$ cat config.mk
export PLATFORM = sky130hd
export DESIGN_NAME = smiarb_top
export DESIGN_NICKNAME = d
export VERILOG_FILES = /design/src/verilog/smiarb_sync.v /design/src/verilog/smiarb_top.v
export VERILOG_INCLUDE_DIRS = /design/src /design/src/inc
export SDC_FILE = /design/constraint.sdc
export NUM_CORES = 1
export LEC_CHECK = 0
export ABC_AREA = 1
export BUFFER_PORTS_ARGS = -buffer_cell sky130_fd_sc_hd__buf_2
export CAP_MARGIN = 30
export CORE_MARGIN = 2
export CORE_UTILIZATION = 39
export CTS_BUF_LIST = sky130_fd_sc_hd__clkbuf_4 sky130_fd_sc_hd__clkbuf_8 sky130_fd_sc_hd__clkbuf_16
export DETAILED_ROUTE_END_ITERATION = 6
export PLACE_DENSITY_LB_ADDON = 0.12
export SYNTH_ARGS = -nofsm -noshare
export SYNTH_HDL_FRONTEND = slang
export SYNTH_SLANG_ARGS = --single-unit
$ cat constraint.sdc
create_clock -name clk_sys -period 1.5 [get_ports clk_sys]
set_input_delay 0.3 -clock clk_sys [delete_from_list [all_inputs] [get_ports clk_sys]]
set_output_delay 0.3 -clock clk_sys [all_outputs]
set_load 0.02 [all_outputs]
$ cat src/inc/smiarb_defs.vh
// Purpose: constants of the management interrupt arbiter
// Assumes: one clock, synchronous active-high reset
// Notes:   offsets are relative to the power management I/O base
`ifndef SMIARB_DEFS_VH
`define SMIARB_DEFS_VH

`define SMIARB_STATUS_OFS    8'h34
`define SMIARB_CONTROL_OFS   8'h30
`define SMIARB_STATUS_RST    32'h00000000
`define SMIARB_CONTROL_RST   32'h00000000
`define SMIARB_CONTROL_MASK  32'h0006000F

`define SMIARB_CTL_GBL       0
`define SMIARB_CTL_REARM     1
`define SMIARB_CTL_REL       2
`define SMIARB_CTL_LEG       3
`define SMIARB_CTL_LEG2      17
`define SMIARB_CTL_VND2      18

`define SMIARB_STS_TW        16
`define SMIARB_STS_LEG2      17
`define SMIARB_STS_VND2      18

`define SMIARB_GAP_LAST      2'h3
`define SMIARB_SETTLE_LAST   2'h3

`endif

$ cat src/verilog/smiarb_sync.v
// Purpose: two-flop synchroniser for one level
// Assumes: input from a slow foreign domain
// Notes:   only the second stage may be read
`timescale 1ns/1ps
module smiarb_sync (
  input  wire clk_sys,
  input  wire sys_rst,
  input  wire async_in,
  output reg  sync_out
);
  reg meta_q;

  always @(posedge clk_sys) begin
    if (sys_rst) begin
      meta_q   <= 1'b0;
      sync_out <= 1'b0;
    end else begin
      meta_q   <= async_in;
      sync_out <= meta_q;
    end
  end
endmodule // smiarb_sync

$ cat src/verilog/smiarb_top.v
// Purpose: management interrupt arbiter with control and status bits
// Assumes: I/O port accesses are one-cycle strobes on clk_sys
// Notes:   two-wire events arrive from a 64 kHz domain
`timescale 1ns/1ps
`include "smiarb_defs.vh"
module smiarb_top (
  input  wire        clk_sys,
  input  wire        sys_rst,
  input  wire [7:0]  io_addr,
  input  wire        io_wr,
  input  wire        io_rd,
  input  wire [31:0] io_wdata,
  output reg  [31:0] io_rdata,
  input  wire        legacy_usb_event,
  input  wire        global_release_bit,
  input  wire [7:0]  ehci_vendor_sts,
  input  wire [7:0]  ehci_vendor_en,
  input  wire [7:0]  ehci_legacy_sts,
  input  wire [7:0]  ehci_legacy_en,
  input  wire        other_smi_event,
  input  wire        tw_msg_toggle,
  input  wire        tw_alert_active,
  input  wire        twowire_smi_enable,
  input  wire        alert_disable,
  output reg         system_mgmt_irq_n
);
  // ****************************************
  // states
  // ****************************************
  localparam [1:0] ST_IDLE = 2'b00;
  localparam [1:0] ST_ASRT = 2'b01;
  localparam [1:0] ST_GAP  = 2'b10;

  reg [31:0] ctl_q;
  reg        tw_sts_q;
  reg        rel_pend_q;
  reg        first_done_q;
  reg [1:0]  state_q;
  reg [1:0]  gap_cnt_q;
  reg        msg_prev_q;
  reg        alert_prev_q;
  reg [1:0]  settle_q;
  wire       msg_sync;
  wire       alert_sync;

  // ****************************************
  // two-wire domain crossing
  // ****************************************
  smiarb_sync u_msg_sync (
    .clk_sys  (clk_sys),
    .sys_rst  (sys_rst),
    .async_in (tw_msg_toggle),
    .sync_out (msg_sync)
  );

  smiarb_sync u_alert_sync (
    .clk_sys  (clk_sys),
    .sys_rst  (sys_rst),
    .async_in (tw_alert_active),
    .sync_out (alert_sync)
  );

  // ****************************************
  // synchroniser settle after reset
  // ****************************************
  // ignore edges until flops settle
  always @(posedge clk_sys) begin
    if (sys_rst) begin
      settle_q <= 2'h0;
    end else if (settle_q != `SMIARB_SETTLE_LAST) begin
      settle_q <= settle_q + 2'h1;
    end
  end

  wire tw_armed  = (settle_q == `SMIARB_SETTLE_LAST);
  wire msg_evt   = tw_armed & (msg_sync ^ msg_prev_q);
  wire alert_evt = tw_armed & alert_sync & ~alert_prev_q;

  // ****************************************
  // decode and summaries
  // ****************************************
  wire wr_ctl = io_wr & (io_addr == `SMIARB_CONTROL_OFS);
  wire wr_sts = io_wr & (io_addr == `SMIARB_STATUS_OFS);
  wire ctl_gbl   = ctl_q[`SMIARB_CTL_GBL];
  wire ctl_rearm = ctl_q[`SMIARB_CTL_REARM];
  wire ctl_rel   = ctl_q[`SMIARB_CTL_REL];
  wire ctl_leg   = ctl_q[`SMIARB_CTL_LEG];
  wire ctl_leg2  = ctl_q[`SMIARB_CTL_LEG2];
  wire ctl_vnd2  = ctl_q[`SMIARB_CTL_VND2];

  wire vnd_sum = |(ehci_vendor_sts & ehci_vendor_en);
  wire leg_sum = |(ehci_legacy_sts & ehci_legacy_en);

  wire tw_set = msg_evt
                | (alert_evt & twowire_smi_enable & ~alert_disable);

  wire src_usb  = ctl_leg & legacy_usb_event;
  wire src_vnd2 = ctl_vnd2 & vnd_sum;
  wire src_leg2 = ctl_leg2 & leg_sum;
  wire src_any = src_usb | rel_pend_q | tw_sts_q | src_vnd2 | src_leg2
                 | other_smi_event;
  wire pending = ctl_gbl & src_any;
  wire may_asrt  = ctl_rearm | ~first_done_q;
  wire do_asrt   = (state_q == ST_IDLE) & pending & may_asrt;
  wire rearm_wr1 = wr_ctl & io_wdata[`SMIARB_CTL_REARM];

  // ****************************************
  // control register
  // ****************************************
  always @(posedge clk_sys) begin
    if (sys_rst) begin
      ctl_q <= `SMIARB_CONTROL_RST;
    end else begin
      if (wr_ctl) begin
        ctl_q <= io_wdata & `SMIARB_CONTROL_MASK;
      end
      if (do_asrt) begin
        ctl_q[`SMIARB_CTL_REARM] <= 1'b0;
      end
    end
  end

  // ****************************************
  // sticky status and release trap
  // ****************************************
  always @(posedge clk_sys) begin
    if (sys_rst) begin
      tw_sts_q     <= 1'b0;
      rel_pend_q   <= 1'b0;
      msg_prev_q   <= 1'b0;
      alert_prev_q <= 1'b0;
    end else begin
      msg_prev_q   <= msg_sync;
      alert_prev_q <= alert_sync;
      if (tw_set) begin
        tw_sts_q <= 1'b1;
      end else if (wr_sts & io_wdata[`SMIARB_STS_TW]) begin
        tw_sts_q <= 1'b0;
      end
      if (global_release_bit & ctl_rel) begin
        rel_pend_q <= 1'b1;
      end else if (do_asrt) begin
        rel_pend_q <= 1'b0;
      end
    end
  end

  // ****************************************
  // arbiter
  // ****************************************
  always @(posedge clk_sys) begin
    if (sys_rst) begin
      state_q           <= ST_IDLE;
      gap_cnt_q         <= 2'h0;
      first_done_q      <= 1'b0;
      system_mgmt_irq_n <= 1'b1;
    end else begin
      case (state_q)
        ST_IDLE: begin
          if (do_asrt) begin
            state_q           <= ST_ASRT;
            first_done_q      <= 1'b1;
            system_mgmt_irq_n <= 1'b0;
          end else if (rearm_wr1) begin
            state_q   <= ST_GAP;
            gap_cnt_q <= 2'h0;
          end
        end
        ST_ASRT: begin
          if (rearm_wr1) begin
            state_q           <= ST_GAP;
            gap_cnt_q         <= 2'h0;
            system_mgmt_irq_n <= 1'b1;
          end
        end
        ST_GAP: begin
          if (gap_cnt_q == `SMIARB_GAP_LAST) begin
            state_q <= ST_IDLE;
          end
          gap_cnt_q <= gap_cnt_q + 2'h1;
        end
        default: begin
          state_q           <= ST_IDLE;
          system_mgmt_irq_n <= 1'b1;
        end
      endcase
    end
  end

  // ****************************************
  // read port
  // ****************************************
  // status layout, reserved zero
  wire [31:0] sts_val = {13'h0, vnd_sum, leg_sum, tw_sts_q,
                         16'h0000};

  always @(posedge clk_sys) begin
    if (sys_rst) begin
      io_rdata <= `SMIARB_STATUS_RST;
    end else if (io_rd) begin
      if (io_addr == `SMIARB_STATUS_OFS) begin
        io_rdata <= sts_val;
      end else if (io_addr == `SMIARB_CONTROL_OFS) begin
        io_rdata <= ctl_q;
      end else begin
        io_rdata <= 32'h00000000;
      end
    end
  end
endmodule // smiarb_top
==> flow_summary.ini <==
[run_status]
run_status = finished clean

[grt]
grt-ovfl-total = 0
all_layer_gr_usage_pct = 15.6
number_of_global_route_vias_before_repair = 1235
antenna_violations_before_repair = 0
top_usage_layer = met2
largest_net_degree_at_the_start_of_global_routing = 14
global_route.usage.met3_pct = 4.94
globalRouteMet1Util_pct = 18.4
grt_first_pass_wirelength_um = 5120
globalRouteMet2Util_pct = 26.3

[layout]
areaGrowthSynthToFinish_pct = 27.2
layout.nets = 361
fraction_of_layout_cells_with_a_size_suffix_above_1_pct = 31.8
storage_element_area_um2 = 581
multi_input_comb_area_um2 = 729
fill_cells = 387
insertedDiodeCount = 0
stdcell_count = 325

[place]
globalplace.congestion = 0.722
dp.cells = 317
numPortBuffers = 65
dpl.hpwl_um = 2410

[floorplan]
placementRows = 22
io-pin-count = 116
floorplan.die_area_um2 = 4340
core_region_area_um2 = 3660
die_width_um = 65.9
chipHeight_um = 65.9
effective_utilization_at_floorplan_pct = 40.8

[setup_path]
reg2reg_depth = 6
cp_data_required_time_ns = 1.68
critPathArrivalTime_ns = 1.37
worstSetupEndpointType = register
critical_path_fanout_max = 8
critical_path.startpoint_type = register
timing_worst_setup_path_type = reg -> reg

[yosys]
mappedNetlistArea_um2 = 1500
ys_seq_area_share_pct = 38.8
register_bit_count_reported_by_yosys = 29
synthDistinctLibCells = 27
yosysWarnings = 0
syn_avg_cell_area_um2 = 7.22
netlist_instances = 207

[cts]
clock_tree.buffer_depth = 2
cts_resized = 0
clk_pin_slew_worst_paths_ns = 0.07
clock_sink_count = 29
ctsHtreeMaxLevel = 2
cts-buffers-inserted = 5
cts_tree = built
clk_root_buffer_cell = sky130_fd_sc_hd__clkbuf_8
cts_hold_buffers = 0
worst_skew_pair.late_latency_ns = 0.28
cts_setup_buffers = 0

[timing]
setup_viol = 0
finalClockSkew_ns = 0.00869
max_clock_freq_mhz = 842
setup_total_negative_slack_ns = 0
hold_violations = 0
fin_crit_ns = 1.19
period_share_pct = 79.2
finalMaxSlewViolations = 0
grt_setup_unrepaired = false

[hold_path]
hold_class = in -> reg
min_path_cells = 3

[route]
dr.first_iter.drc_count = 54
avgViaCountPerCell = 4.24
route.detailed.drc = 0
antenna_violating_nets_post_route = 0
routed_wire_length_per_instance_um = 9.34
drt-pass1-iter-count = 4
routed_wl_um = 3040
vias = 1377

[power_and_ir_drop]
power-per-cell-area_nw_per_um2 = 1010
leakagePower_nw = 1.00
irDropWorstVdd_v = 0.000687

[flow_run]
maxCapViolCount = 0
layer usage:
metal,vias up,share of wire [%]
li1,743,-
met1,575,46
met2,55,44
met3,4,8.4
met4,0,1.4
met5,-,0
synth_stat cells:
cell | count | share of area, %
sky130_fd_sc_hd__a21oi_1 | 13 | 4.4
sky130_fd_sc_hd__buf_1 | 1 | 0.25
sky130_fd_sc_hd__buf_2 | 1 | 0.33
sky130_fd_sc_hd__buf_4 | 25 | 13
sky130_fd_sc_hd__clkbuf_1 | 2 | 0.50
sky130_fd_sc_hd__conb_1 | 1 | 0.25
sky130_fd_sc_hd__dfxtp_1 | 29 | 39
sky130_fd_sc_hd__ha_1 | 2 | 1.7
sky130_fd_sc_hd__inv_1 | 15 | 3.8
sky130_fd_sc_hd__inv_2 | 4 | 1.0
sky130_fd_sc_hd__nand2_1 | 48 | 12
sky130_fd_sc_hd__nand2_2 | 2 | 0.84
sky130_fd_sc_hd__nand3_1 | 14 | 4.7
sky130_fd_sc_hd__nand3_2 | 2 | 1.3
sky130_fd_sc_hd__nand3_4 | 1 | 1.2
sky130_fd_sc_hd__nand3b_1 | 1 | 0.50
sky130_fd_sc_hd__nor2_1 | 24 | 6.0
sky130_fd_sc_hd__nor2_2 | 2 | 0.84
sky130_fd_sc_hd__nor2_8 | 1 | 1.3
sky130_fd_sc_hd__nor3_1 | 2 | 0.67
sky130_fd_sc_hd__nor4_1 | 1 | 0.42
sky130_fd_sc_hd__o211ai_1 | 2 | 1.0
sky130_fd_sc_hd__o21ai_0 | 4 | 1.3
sky130_fd_sc_hd__o21ai_1 | 5 | 1.7
sky130_fd_sc_hd__o21ai_2 | 1 | 0.59
sky130_fd_sc_hd__or2_1 | 2 | 0.84
sky130_fd_sc_hd__xor2_1 | 2 | 1.2
registers in the layout (all words and copies together), names as in the netlist, 2 cells and up:
signal and flops:
gap_cnt_q 2, state_q 2, ctl_q 6, settle_q 2, io_rdata 7
placed cells by master, fill, tap and decap left out, drive strengths merged, types with 2 or more instances in the layout:
master  instances
buf            67
nand2          50
dfxtp          29
nor2           27
conb           25
inv            19
nand3          17
a21oi          13
o21ai          10
clkbuf          7
o211ai          2
xor2            2
nor3            2
or2             2
ha              2
area by class of cell:
cell class | instances | share of cell area [%]
clock buffers | 7 | 4.74
clock inverters | 1 | 1.58
inverters | 19 | 3.75
multi-input cells | 154 | 38.4
flip-flops and latches | 29 | 30.5
well taps | 48 | 3.16
repair buffers | 67 | 17.9
critical path: stages, from the launching register on:
cell and delay [ns]:
sky130_fd_sc_hd__dfxtp_1 0.32, sky130_fd_sc_hd__nor4_1 0.28, sky130_fd_sc_hd__nand3_1 0.14, sky130_fd_sc_hd__nand3_2 0.16, sky130_fd_sc_hd__nand2_1 0.07, sky130_fd_sc_hd__nand2_1 0.06
sky130_fd_sc_hd__a21oi_1 0.05
logic make-up after synthesis:
family | after synthesis | share of synthesized area [%]
fa+ha+maj | 2 | 1.67
simple gates | 100 | 30.7
xor+xnor | 2 | 1.17
buf+inv | 48 | 18.4
other cells | 1 | 0.251
flops | 29 | 38.8
compound gates | 25 | 8.95
stage by stage:
| stage | power, mW | utilization [%] | hold WS (ns) | setup WS [ns] | cell area, um^2 |
|---|---|---|---|---|---|
| after floorplan | 1.03 | - | 0.388 | 0.345 | 1590 |
| after global placement | 1.07 | 48.7 | 0.391 | 0.144 | 1780 |
| after detailed placement | 1.08 | 48.7 | 0.402 | 0.137 | 1780 |
| after CTS | 1.94 | 51.9 | 0.212 | 0.312 | 1900 |
| after global routing | 2.02 | 51.9 | 0.216 | 0.159 | 1900 |
| final | 1.92 | 51.9 | 0.217 | 0.313 | 1900 |
worst paths after layout:
| path | startpoint | to | slack [ns] |
|---|---|---|---|
| worst max-delay path | tw_sts_q | gap_cnt_q[1] | 0.31 |
| worst max register to register | tw_sts_q | gap_cnt_q[1] | 0.31 |
| worst min-delay path | tw_alert_active | u_alert_sync.meta_q | 0.22 |
| worst min register to register | u_alert_sync.meta_q | u_alert_sync.sync_out | 0.40 |
power by group:
| part | switching [mW] | total [mW] | internal [mW] | leakage [nW] |
|---|---|---|---|---|
| clock network | 0.300 | 0.859 | 0.559 | 0.0619 |
| logic | 0.149 | 0.247 | 0.0973 | 0.703 |
| registers | 0.0146 | 0.813 | 0.798 | 0.236 |
Note: power is estimated with default switching activity, not from simulation.
